$ cat src/hw/capture_buffer_defs.svh
// constants for the capture buffer and delay control block
`ifndef CAPTURE_BUFFER_DEFS_SVH
`define CAPTURE_BUFFER_DEFS_SVH

// ---------------------------------------------------------------
// register offsets
// ---------------------------------------------------------------
`define ADDR_ACC_EN    8'hA8
`define ADDR_DLY       8'hA9
`define ADDR_OVW       8'hAA
`define ADDR_SYS       8'hAB
`define ADDR_LATCMD    8'hAC
`define ADDR_TEST      8'hAD
`define ADDR_PORT      8'hAE
`define ADDR_CAP_BASE  8'h90
`define ADDR_HOLD_BASE 8'hB8
`define ADDR_PACH_BASE 8'hB2
`define ADDR_PAC_BASE  8'hC0

// ---------------------------------------------------------------
// field positions and reset values
// ---------------------------------------------------------------
`define SYS_LATCH_QUEUE_SELECT       0
`define SYS_CAPTURE_BUFFER_ENABLE      1
`define SYS_ACCUM_SATURATE      2
`define SYS_FLAG_SETTING_MODE      3
`define SYS_SH_LSB     4
`define LATCMD_FORCE   4
`define TEST_BYPASS    0
`define RST_BYTE       8'h00
`define RST_WORD       16'h0000

// ---------------------------------------------------------------
// delay filter counts in module clocks
// ---------------------------------------------------------------
`define DLY_256        11'h100
`define DLY_512        11'h200
`define DLY_1024       11'h400

`endif

$ cat src/hw/capture_buffer_pkg.sv
// types shared by the capture buffer block
package capture_buffer_pkg;
   typedef struct packed {
      logic [7:0] addr;
      logic [7:0] wdata;
      logic       wr;
      logic       rd;
   } reg_bus_t;

   typedef enum logic {
      FILT_IDLE = 1'b0,
      FILT_WAIT = 1'b1
   } filt_state_t;
endpackage

$ cat src/hw/capture_buffer_delay_control.sv
// capture buffering, delay filter, sharing and byte accumulators
`timescale 1ns/100ps
`include "capture_buffer_defs.svh"
module capture_buffer_delay_control (
   input  wire logic                          ref_clk,
   input  wire logic                          rstn,
   input  wire capture_buffer_pkg::reg_bus_t  regBus,
   output logic [7:0]                         rdData,
   input  wire logic [7:0]                    timerPortPin,
   input  wire logic                          specialModeSelect,
   input  wire logic                          prescaleTick,
   input  wire logic                          modulusZero,
   input  wire logic                          modulusZeroWrite,
   output logic [15:0]                        mainFreeCounter,
   output logic                               timerOverflowFlag,
   output logic [7:0]                         captureChannelFlag,
   output logic [7:0]                         timerPortData
);

   // ------------------------------------------------------------
   // state
   // ------------------------------------------------------------
   logic [7:0]  accEnReg;
   logic [7:0]  dlyReg;
   logic [7:0]  ovwReg;
   logic [7:0]  sysReg;
   logic [7:0]  testReg;
   logic [7:0]  portReg;
   logic        sysWrittenReg;
   logic [7:0]  pinPrevReg;
   logic [7:0]  filtLevelReg;
   logic [10:0] filtCntReg [8];
   capture_buffer_pkg::filt_state_t filtStateReg [8];
   logic [15:0] capReg [8];
   logic [7:0]  capFullReg;
   logic [15:0] holdReg [4];
   logic [3:0]  holdFullReg;
   logic [7:0]  pacReg [4];
   logic [7:0]  pacHoldReg [4];
   logic [7:0]  flagReg;
   logic [15:0] countReg;
   logic        tofReg;
   logic [7:0]  rdDataReg;

   logic [7:0]  edgeSeen;
   logic [7:0]  filtered;
   logic [7:0]  chanEvent;
   logic [7:0]  capLoad;
   logic [3:0]  holdLoad;
   logic [7:0]  flagSet;
   logic [7:0]  capRd;
   logic [3:0]  holdRd;
   logic [7:0]  rdNext;
   logic [1:0]  dlySel;
   logic [10:0] dlyLimit;
   logic        capture_buffer_enable;
   logic        queueMode;
   logic        latchMode;
   logic        forceLatch;
   logic        latchEvt;
   logic        bypass;
   logic        tofNext;

   // ------------------------------------------------------------
   // helpers
   // ------------------------------------------------------------
   function automatic logic [7:0] offsetAddr(input logic [7:0] base, input int idx);
      offsetAddr = base + idx[7:0];
   endfunction

   function automatic logic [10:0] delayLimit(input logic [1:0] sel);
      case (sel)
         2'b01:   delayLimit = `DLY_256;
         2'b10:   delayLimit = `DLY_512;
         default: delayLimit = `DLY_1024;
      endcase
   endfunction

   // mode decode
   assign dlySel     = dlyReg[1:0];
   assign dlyLimit   = delayLimit(dlySel);
   assign capture_buffer_enable      = sysReg[`SYS_CAPTURE_BUFFER_ENABLE];
   assign queueMode  = capture_buffer_enable && !sysReg[`SYS_LATCH_QUEUE_SELECT];
   assign latchMode  = capture_buffer_enable && sysReg[`SYS_LATCH_QUEUE_SELECT];
   assign bypass     = testReg[`TEST_BYPASS];
   assign forceLatch = regBus.wr && regBus.addr == `ADDR_LATCMD
                       && regBus.wdata[`LATCMD_FORCE];
   assign latchEvt   = latchMode && (modulusZero || modulusZeroWrite || forceLatch);

   // outputs
   assign rdData             = rdDataReg;
   assign mainFreeCounter    = countReg;
   assign timerOverflowFlag  = tofReg;
   assign captureChannelFlag = flagReg;
   assign timerPortData      = portReg;

   // ------------------------------------------------------------
   // register writes
   // ------------------------------------------------------------
   // software-written control registers
   always_ff @(posedge ref_clk or negedge rstn) begin
      if (!rstn) begin
         accEnReg      <= `RST_BYTE;
         dlyReg        <= `RST_BYTE;
         ovwReg        <= `RST_BYTE;
         sysReg        <= `RST_BYTE;
         testReg       <= `RST_BYTE;
         portReg       <= `RST_BYTE;
         sysWrittenReg <= 1'b0;
      end else if (regBus.wr) begin
         case (regBus.addr)
            `ADDR_ACC_EN: accEnReg <= {4'h0, regBus.wdata[3:0]};
            `ADDR_DLY:    dlyReg <= {6'h00, regBus.wdata[1:0]};
            `ADDR_OVW:    ovwReg <= regBus.wdata;
            `ADDR_SYS: begin
               if (specialModeSelect || !sysWrittenReg) begin
                  sysReg <= regBus.wdata;
               end
               sysWrittenReg <= 1'b1;
            end
            `ADDR_TEST: begin
               if (specialModeSelect) begin
                  testReg <= {7'h00, regBus.wdata[0]};
               end
            end
            `ADDR_PORT:   portReg <= regBus.wdata;
            default:      accEnReg <= accEnReg;
         endcase
      end
   end

   // ------------------------------------------------------------
   // delay filter
   // ------------------------------------------------------------
   // edge detect and filter output
   always_comb begin
      edgeSeen = timerPortPin ^ pinPrevReg;
      for (int i = 0; i < 8; i++) begin
         if (dlySel == 2'b00) begin
            filtered[i] = edgeSeen[i];
         end else begin
            filtered[i] = filtStateReg[i] == capture_buffer_pkg::FILT_WAIT
                          && filtCntReg[i] >= dlyLimit
                          && timerPortPin[i] != filtLevelReg[i];
         end
      end
   end

   // per-channel delay counter
   always_ff @(posedge ref_clk or negedge rstn) begin
      if (!rstn) begin
         pinPrevReg   <= `RST_BYTE;
         filtLevelReg <= `RST_BYTE;
         for (int i = 0; i < 8; i++) begin
            filtStateReg[i] <= capture_buffer_pkg::FILT_IDLE;
            filtCntReg[i]   <= 11'h000;
         end
      end else begin
         pinPrevReg <= timerPortPin;
         for (int i = 0; i < 8; i++) begin
            case (filtStateReg[i])
               capture_buffer_pkg::FILT_IDLE: begin
                  if (dlySel != 2'b00 && edgeSeen[i]) begin
                     filtStateReg[i] <= capture_buffer_pkg::FILT_WAIT;
                     filtLevelReg[i] <= pinPrevReg[i];
                     filtCntReg[i]   <= 11'h001;
                  end
               end
               capture_buffer_pkg::FILT_WAIT: begin
                  if (dlySel == 2'b00 || filtCntReg[i] >= dlyLimit) begin
                     filtStateReg[i] <= capture_buffer_pkg::FILT_IDLE;
                     filtCntReg[i]   <= 11'h000;
                  end else begin
                     filtCntReg[i] <= filtCntReg[i] + 11'h001;
                  end
               end
               default: filtStateReg[i] <= capture_buffer_pkg::FILT_IDLE;
            endcase
         end
      end
   end

   // ------------------------------------------------------------
   // capture and holding decisions
   // ------------------------------------------------------------
   // sharing, empty tracking and load decisions
   always_comb begin
      for (int i = 0; i < 8; i++) begin
         chanEvent[i] = filtered[i];
         capRd[i] = regBus.rd && regBus.addr == offsetAddr(`ADDR_CAP_BASE, 2 * i + 1);
      end
      for (int i = 4; i < 8; i++) begin
         if (sysReg[`SYS_SH_LSB + i - 4]) begin
            chanEvent[i] = filtered[i - 4];
         end
      end
      for (int i = 0; i < 8; i++) begin
         capLoad[i] = chanEvent[i] && (!ovwReg[i] || !capFullReg[i]);
         flagSet[i] = chanEvent[i];
      end
      for (int i = 0; i < 4; i++) begin
         holdRd[i] = regBus.rd && regBus.addr == offsetAddr(`ADDR_HOLD_BASE, 2 * i + 1);
         holdLoad[i] = 1'b0;
         if (queueMode) begin
            holdLoad[i] = chanEvent[i] && capFullReg[i]
                          && (!ovwReg[i] || !holdFullReg[i]);
            capLoad[i]  = chanEvent[i]
                          && (!capFullReg[i] || holdLoad[i] || !ovwReg[i]);
            if (sysReg[`SYS_FLAG_SETTING_MODE]) begin
               flagSet[i] = holdLoad[i];
            end
         end else if (latchMode) begin
            holdLoad[i] = latchEvt && (!ovwReg[i] || !holdFullReg[i]);
         end
      end
   end

   // capture registers take the main counter
   always_ff @(posedge ref_clk or negedge rstn) begin
      if (!rstn) begin
         capFullReg <= `RST_BYTE;
         for (int i = 0; i < 8; i++) begin
            capReg[i] <= `RST_WORD;
         end
      end else begin
         for (int i = 0; i < 8; i++) begin
            if (capLoad[i]) begin
               capReg[i]     <= countReg;
               capFullReg[i] <= 1'b1;
            end else if (capRd[i] || (i < 4 && holdLoad[i % 4])) begin
               capFullReg[i] <= 1'b0;
            end
         end
      end
   end

   // holding registers, capture and accumulator copies
   always_ff @(posedge ref_clk or negedge rstn) begin
      if (!rstn) begin
         holdFullReg <= 4'h0;
         for (int i = 0; i < 4; i++) begin
            holdReg[i]    <= `RST_WORD;
            pacHoldReg[i] <= `RST_BYTE;
         end
      end else begin
         for (int i = 0; i < 4; i++) begin
            if (holdLoad[i]) begin
               holdReg[i]     <= capReg[i];
               holdFullReg[i] <= 1'b1;
               if (latchEvt) begin
                  pacHoldReg[i] <= pacReg[i];
               end
            end else if (holdRd[i]) begin
               holdFullReg[i] <= 1'b0;
            end
         end
      end
   end

   // byte accumulators on the filtered channel edges
   always_ff @(posedge ref_clk or negedge rstn) begin
      if (!rstn) begin
         for (int i = 0; i < 4; i++) begin
            pacReg[i] <= `RST_BYTE;
         end
      end else begin
         for (int i = 0; i < 4; i++) begin
            if (latchEvt) begin
               pacReg[i] <= `RST_BYTE;
            end else if (accEnReg[i] && filtered[i]) begin
               if (!(sysReg[`SYS_ACCUM_SATURATE] && pacReg[i] == 8'hFF)) begin
                  pacReg[i] <= pacReg[i] + 8'h01;
               end
            end
         end
      end
   end

   // registered flag pulses
   always_ff @(posedge ref_clk or negedge rstn) begin
      if (!rstn) begin
         flagReg <= `RST_BYTE;
      end else begin
         flagReg <= flagSet;
      end
   end

   // ------------------------------------------------------------
   // main counter with test bypass
   // ------------------------------------------------------------
   // overflow: high byte wrap in bypass, full wrap otherwise
   always_comb begin
      if (bypass) begin
         tofNext = countReg[15:8] == 8'hFF;
      end else begin
         tofNext = prescaleTick && countReg == 16'hFFFF;
      end
   end

   // halves run every clock in bypass
   always_ff @(posedge ref_clk or negedge rstn) begin
      if (!rstn) begin
         countReg <= `RST_WORD;
         tofReg   <= 1'b0;
      end else begin
         tofReg <= tofNext;
         if (bypass) begin
            countReg <= {countReg[15:8] + 8'h01, countReg[7:0] + 8'h01};
         end else if (prescaleTick) begin
            countReg <= countReg + 16'h0001;
         end
      end
   end

   // ------------------------------------------------------------
   // read path
   // ------------------------------------------------------------
   // read mux, unmapped addresses give zero
   always_comb begin
      case (regBus.addr)
         `ADDR_ACC_EN: rdNext = accEnReg;
         `ADDR_DLY:    rdNext = dlyReg;
         `ADDR_OVW:    rdNext = ovwReg;
         `ADDR_SYS:    rdNext = sysReg;
         `ADDR_LATCMD: rdNext = 8'h00;
         `ADDR_TEST:   rdNext = testReg;
         `ADDR_PORT:   rdNext = timerPortPin;
         default:      rdNext = 8'h00;
      endcase
      for (int i = 0; i < 8; i++) begin
         if (regBus.addr == offsetAddr(`ADDR_CAP_BASE, 2 * i)) begin
            rdNext = capReg[i][15:8];
         end
         if (regBus.addr == offsetAddr(`ADDR_CAP_BASE, 2 * i + 1)) begin
            rdNext = capReg[i][7:0];
         end
      end
      for (int i = 0; i < 4; i++) begin
         if (regBus.addr == offsetAddr(`ADDR_HOLD_BASE, 2 * i)) begin
            rdNext = holdReg[i][15:8];
         end
         if (regBus.addr == offsetAddr(`ADDR_HOLD_BASE, 2 * i + 1)) begin
            rdNext = holdReg[i][7:0];
         end
         if (regBus.addr == offsetAddr(`ADDR_PACH_BASE, 3 - i)) begin
            rdNext = pacHoldReg[i];
         end
         if (regBus.addr == offsetAddr(`ADDR_PAC_BASE, i)) begin
            rdNext = pacReg[i];
         end
      end
   end

   // data stand one cycle after the strobe
   always_ff @(posedge ref_clk or negedge rstn) begin
      if (!rstn) begin
         rdDataReg <= `RST_BYTE;
      end else begin
         rdDataReg <= regBus.rd ? rdNext : 8'h00;
      end
   end
endmodule

$ cat config.mk
export PLATFORM = sky130hd
export DESIGN_NAME = capture_buffer_delay_control
export DESIGN_NICKNAME = d
export VERILOG_FILES = /design/src/hw/capture_buffer_pkg.sv /design/src/hw/capture_buffer_delay_control.sv
export VERILOG_INCLUDE_DIRS = /design/src /design/src/hw
export SDC_FILE = /design/constraint.sdc
export NUM_CORES = 1
export LEC_CHECK = 0
export ABC_AREA = 1
export BUFFER_PORTS_ARGS = -buffer_cell sky130_fd_sc_hd__buf_4
export CAP_MARGIN = 20
export CORE_MARGIN = 2
export CORE_UTILIZATION = 57
export DETAILED_ROUTE_END_ITERATION = 10
export MAX_ROUTING_LAYER = met4
export PLACE_DENSITY = 0.72
export RECOVER_POWER = 25
export SYNTH_ARGS = -nofsm -noshare
export SYNTH_HDL_FRONTEND = slang
export SYNTH_SLANG_ARGS = --single-unit
$ cat constraint.sdc
create_clock -name ref_clk -period 5.76 [get_ports ref_clk]
set_clock_uncertainty 0.05 [all_clocks]
set_input_delay 0.576 -clock ref_clk [delete_from_list [all_inputs] [get_ports ref_clk]]
set_output_delay 0.576 -clock ref_clk [all_outputs]
set_load 0.02 [all_outputs]
* Word level (Yosys, flattened, before mapping) *
Index checks and enable logic that the tools add are counted.

word-level totals
  flip-flop bits (word level) = 445
  logic and storage cells = 494
  input bits = 32
  output and inout port bits = 41

cells by class
  order comparisons = 8
  bitwise gates (word level) = 9
  equality and inequality tests = 67
  reduce and logical (&&, ||, !) cells = 173
  add/sub/neg operators = 15
  multiplexer cells = 154

operators by type and width
  kind                   count
  $mux 8                 45
  $eq 8x8->1 const B     44
  $pmux 11 s2            9
  $mux 11                16
  $add 11x1->11 const B  8
  $ge 11x11->1           8
  $logic_and 1x1->1      74
  $mux 1                 73
  $add 8x1->8 const B    6
  $pmux 8 s6             1
  $reduce_and 2->1       21
  $reduce_bool 2->1      18
  $logic_or 1x1->1       35
  $mux 16                2
  $ne 2x2->1 const B     12
  $logic_not 1->1        22
  $add 16x1->16 const B  1
  $eq 16x16->1 const B   1
  $pmux 1 s2             8
  $ne 1x1->1             8
  $not 1->1              8
  $xor 8x8->8            1
  $reduce_and 3->1       2
  $eq 2x1->1 const B     1
  other kinds (2)        2

* Longest topological paths before layout *
  word-level depth = 35
  gate-level depth with buffers = 27

* Worst setup path before layout *
Ideal clock, no wire load.

  kind = flip-flop to flip-flop
  from = register dlyReg[1]
  to = register holdReg[60] (netlist bit)
  data required time = 5.585 ns
  path slack = 3.012 ns
  arrival time = 2.574 ns
  stages on the path, launching flop included = 14
  cells stage by stage = dfrtp_1 inv_1 ha_1 ha_1 nand4_1 o41ai_1 a21oi_1 o21bai_1 nand4_1 o21ai_1 nand2_1 nand2_1 buf_2 mux2_2

between the ends
  longest elaborated chain between the ends = 9

RTL lines
  element                                          line                                 source
  start, declared                                  capture_buffer_delay_control.sv:24   logic [7:0] dlyReg;
  start signal, assigned                           capture_buffer_delay_control.sv:104  dlyReg <= `RST_BYTE;
  start signal, assigned                           capture_buffer_delay_control.sv:113  `ADDR_DLY: dlyReg <= {6'h00, regBus.wdata[1:0]};
  $eq 2x2->1 / $eq 2x1->1 (equally long branches)  capture_buffer_delay_control.sv:72   case (sel)
  $pmux 11 s2                                      capture_buffer_delay_control.sv:72
  $ge 11x11->1                                     capture_buffer_delay_control.sv:143  && filtCntReg[i] >= dlyLimit
  $logic_and 1x1->1                                capture_buffer_delay_control.sv:143
  $logic_and 1x1->1                                capture_buffer_delay_control.sv:144  && timerPortPin[i] != filtLevelReg[i];
  $mux 1 (*)                                       capture_buffer_delay_control.sv:139  if (dlySel == 2'b00) begin
  $logic_and 1x1->1 (*)                            capture_buffer_delay_control.sv:205  holdLoad[i] = chanEvent[i] && capFullReg[i]
  $logic_and 1x1->1 (*)                            capture_buffer_delay_control.sv:206  && (!ovwReg[i] || !holdFullReg[i]);
  $mux 1 (*)                                       capture_buffer_delay_control.sv:204  if (queueMode) begin
  end signal, assigned by index                    capture_buffer_delay_control.sv:242  holdReg[i] <= `RST_WORD;
  end signal, assigned by index                    capture_buffer_delay_control.sv:248  holdReg[i] <= capReg[i];
  end, declared                                    capture_buffer_delay_control.sv:36   logic [15:0] holdReg [4];

Mark *: on every way between the ends. The rest lies on a longest branch, timed or not.
A chain may end at the register's enable or synchronous reset.

* Worst setup path in the final report *
  from = register dlyReg[1]
  to = register capReg[59] (netlist bit)

between the ends
  longest elaborated chain between the ends = 8

RTL lines
  element                                          line                                 source
  $eq 2x2->1 / $eq 2x1->1 (equally long branches)  capture_buffer_delay_control.sv:72
  $pmux 11 s2                                      capture_buffer_delay_control.sv:72
  $ge 11x11->1                                     capture_buffer_delay_control.sv:143
  $logic_and 1x1->1                                capture_buffer_delay_control.sv:143
  $logic_and 1x1->1                                capture_buffer_delay_control.sv:144
  $mux 1                                           capture_buffer_delay_control.sv:139
  $mux 1 (*)                                       capture_buffer_delay_control.sv:193  if (sysReg[`SYS_SH_LSB + i - 4]) begin
  net chanEvent[4]                                 capture_buffer_delay_control.sv:47   logic [7:0] chanEvent;
  $logic_and 1x1->1 (*)                            capture_buffer_delay_control.sv:198  capLoad[i] = chanEvent[i] && (!ovwReg[i] || !capFullReg[i]);
  end signal, assigned by index                    capture_buffer_delay_control.sv:223  capReg[i] <= `RST_WORD;
  end signal, assigned by index                    capture_buffer_delay_control.sv:228  capReg[i] <= countReg;
  end, declared                                    capture_buffer_delay_control.sv:34   logic [15:0] capReg [8];

The timed path passes the listed nets; every way through them passes the cells marked *.

==> key figures <==
Routing
  • Initial DRC Count: just under 2000
  • DR WL/cell: 19.2 um
  • Final WL: 62800 um
  • Drt first pass iters: 6
  • DRC violations left: 0
  • Antenna-violating nets left: 0
  • DR vias/cell: 5.66
  • Via count: about 19000

Final layout
  • FILL cells: 3206
  • Share of layout cells above drive strength 1: between 9 and 10%
  • Syn-to-layout area delta: 12.0%
  • Final nets: 2808
  • Ant. Diodes: 0

Clock network
  • Clock Sinks: 445
  • Clock H-tree levels: 2
  • Hold-fix buffers, CTS: 0
  • CTS Buf Count: 48
  • Root Buffer: clkbuf_16
  • Postcts setup bufs: 0
  • TritonCTS clock tree: built
  • CTS max path bufs: 3
  • Cts repair resizes: 0
  • Worst-path clk slew: 0.06 ns
  • Clock Latency Late Sink: roughly 0.6 ns

Timing
  • Worst-margin pin slew: 2.97 ns
  • Slew Limit Headroom: -98.1%
  • Slew Viols, Final: 111
  • Tmin final: 4.13 ns
  • RSZ-0062 raised after global routing: no
  • Period utilization: approximately 72%
  • Setup_tns: 0 ns
  • Final hold vios: 0
  • Setup ws final: 1.63 ns
  • Setup violations, final: 0
  • F_max: between 0.2 and 0.25 GHz

Placed design
  • Dpl hpwl: 45500 um
  • IO Port Bufs: 72
  • Routability Congestion: about 0.99
  • Pre-CTS WS: ~1.5 ns

Synth
  • Post-Syn Area: 21900 um^2
  • Synth Flop Type: dfrtp_1
  • Synth area leaders: dfrtp_1, nand2_1, o21ai_0, inv_1, xor2_1
  • Yosys top cell by area: dfrtp_1
  • Post-synth top area share: 50.8%
  • Most frequent cell after synthesis: nand2_1
  • Post-synth EDFFs: 0
  • FFs w/ async S/R, synth: 100%
  • Synth Instances: around 2700
  • Commonest cells in the netlist: nand2_1, dfrtp_1, inv_1
  • Ys Warns: 0
  • Average cell area after synthesis: roughly 8.2 um^2
  • Cell variety after synth: 45
  • Number of synthesized register bits: 445
  • Mapped Nets: 2741
  • Seq/Total Area, Yosys: a little over 50%

GRT
  • First-pass GRT wire length: 98000 um
  • Pin count of the biggest net entering global routing: 121
  • Gr ovfl total: 0
  • Vias in the first global route: 17700
  • GRT Overall Usage: 33.2%
  • Initial antenna violation count: 0

Die
  • Row cnt: ~70
  • Area of the die: between 40000 and 50000 um^2
  • Die width: 200 um
  • IO Pins: 73
  • Die Y: 200 um
  • Initial Util: 58.0%
  • Core box area: 37800 um^2

Worst setup path
  • Crit path DAT: 4.56 ns
  • Worst EP required: 6.19 ns
  • Critical Path Start Type: flop
  • CP Max Fanout: 33
  • Worst setup EP type: flop
  • Crit path kind: flop to flop

Power and ir drop
  • VDD IR max: approximately 0.00041 V
  • Pwr Density: approximately 380 nW/um^2
  • Leak Pwr: between 0.01 and 0.015 uW

Hold path
  • HP Class: input port to flop

Run status
  • Failing checks: capacitance limit, slew limit
  • Status: complete, but fails checks

Run
  • Max Cap Violations: 1
critical path, cell delays in order, from the launching register on:
cell and delay [ns]:
dfrtp_1 0.40, inv_1 0.11, ha_1 0.58, ha_1 0.21, nand4_1 0.09, o41ai_1 0.30
a21oi_1 0.13, o21bai_1 0.19, nand4_1 0.09, o21ai_1 0.29, inv_1 0.11, a21oi_1 0.32
nand2_1 0.68, o21ai_0 0.44
sequential cells by signal, summed over array words and instances, names as in the netlist:
signal / count
capReg: 128
filtStateReg: 8
rdData: 8
dlyReg: 2
sysWrittenReg: 1
mainFreeCounter: 16
pacReg: 32
pinPrevReg: 8
ovwReg: 8
capFullReg: 8
filtCntReg: 88
holdReg: 64
holdFullReg: 4
timerPortData: 8
testReg: 1
filtLevelReg: 8
sysReg: 8
captureChannelFlag: 8
pacHoldReg: 32
accEnReg: 4
timerOverflowFlag: 1
path summary, 6_finish.rpt:
| check | from | to | slack (ns) | cells after the start |
|---|---|---|---|---|
| worst max-delay path | dlyReg[1] | capReg[59] | 1.63 | 13 |
| worst min-delay path | timerPortPin[7] | pinPrevReg[7] | 0.18 | 1 |
| worst max register to register | dlyReg[1] | capReg[59] | 1.63 | 13 |
| worst min register to register | capReg[31] | capReg[31] | 0.43 | 2 |
| max in group asynchronous | rstn | filtCntReg[41] | 3.04 | 1 |
| min in group asynchronous | rstn | filtCntReg[3] | 0.85 | 1 |
per-layer routing:
metal / share of wire [%] / wire length (um) / up-vias / track usage [%]
met1: 44 / 27500 / 8945 / 45.6
li1: - / - / 8733 / -
met4: 3.5 / 2180 / 0 / 12.2
met2: 45 / 28600 / 719 / 50.2
met3: 7.3 / 4590 / 133 / 5.34
met5: 0 / 0 / - / -
final cells by class:
| type | instances | area, um^2 | area share [%] |
|---|---|---|---|
| timing repair buffer | 86 | 701 | 2.86 |
| sequential | 445 | 11100 | 45.4 |
| clock buffer | 69 | 1420 | 5.80 |
| inverter | 352 | 1320 | 5.39 |
| clock inverter | 14 | 130 | 0.531 |
| tap | 511 | 639 | 2.61 |
| multi-input combinational | 1794 | 9170 | 37.4 |
power by group:
group / internal, uW / switching, uW
combinational: 569 / 1190
sequential: 3840 / 574
clock: 1790 / 1280
total: 6200 / 3040
cell families after synthesis:
family | synth area share, %
compound gates | 11.5
buf+inv | 7.37
flops | 50.8
simple gates | 22.7
xor+xnor | 3.84
mux | 0.977
fa+ha+maj | 2.80
cell usage in the layout (no fill, tap or decap), types with 5 or more instances in the layout:
cell type | synthesis | layout
nand2_1 | 742 | 742
dfrtp_1 | 445 | 445
inv_1 | 328 | 328
o21ai_0 | 312 | 312
nor2_1 | 129 | 129
nand3_1 | 95 | 95
xor2_1 | 83 | 83
nand4_1 | 74 | 74
buf_4 | 2 | 66
a21oi_1 | 63 | 63
ha_1 | 49 | 49
clkbuf_16 | 0 | 49
o22ai_1 | 48 | 48
or2_2 | 41 | 41
nor3_1 | 36 | 36
mux2_2 | 19 | 19
clkbuf_1 | 55 | 18
inv_2 | 17 | 17
xnor2_1 | 13 | 13
o21bai_1 | 13 | 13
clkbuf_8 | 0 | 12
nor4_1 | 11 | 11
nor2_2 | 9 | 9
clkinv_2 | 0 | 9
o21ai_1 | 14 | 8
clkinv_1 | 7 | 7
o21ai_2 | 0 | 6
nand2_2 | 5 | 5
or2_0 | 5 | 5
buf_8 | 0 | 5
per-stage QoR:
| step | std cells | instance area, um^2 | power (uW) | hold slack [ns] | utilization (%) |
|---|---|---|---|---|---|
| after floorplan | 2660 | 21900 | 5320 | 0.230 | - |
| after global placement | 3181 | 22900 | 6100 | 0.392 | 60.7 |
| after detailed placement | 3182 | 22900 | 6170 | 0.415 | 60.7 |
| after CTS | 3265 | 24500 | 9250 | 0.0478 | 64.8 |
| after global routing | 3271 | 24500 | 9690 | 0.179 | 65.0 |
| final | 3271 | 24500 | 9240 | 0.182 | 65.0 |
Power figures use the tool's default switching activity.
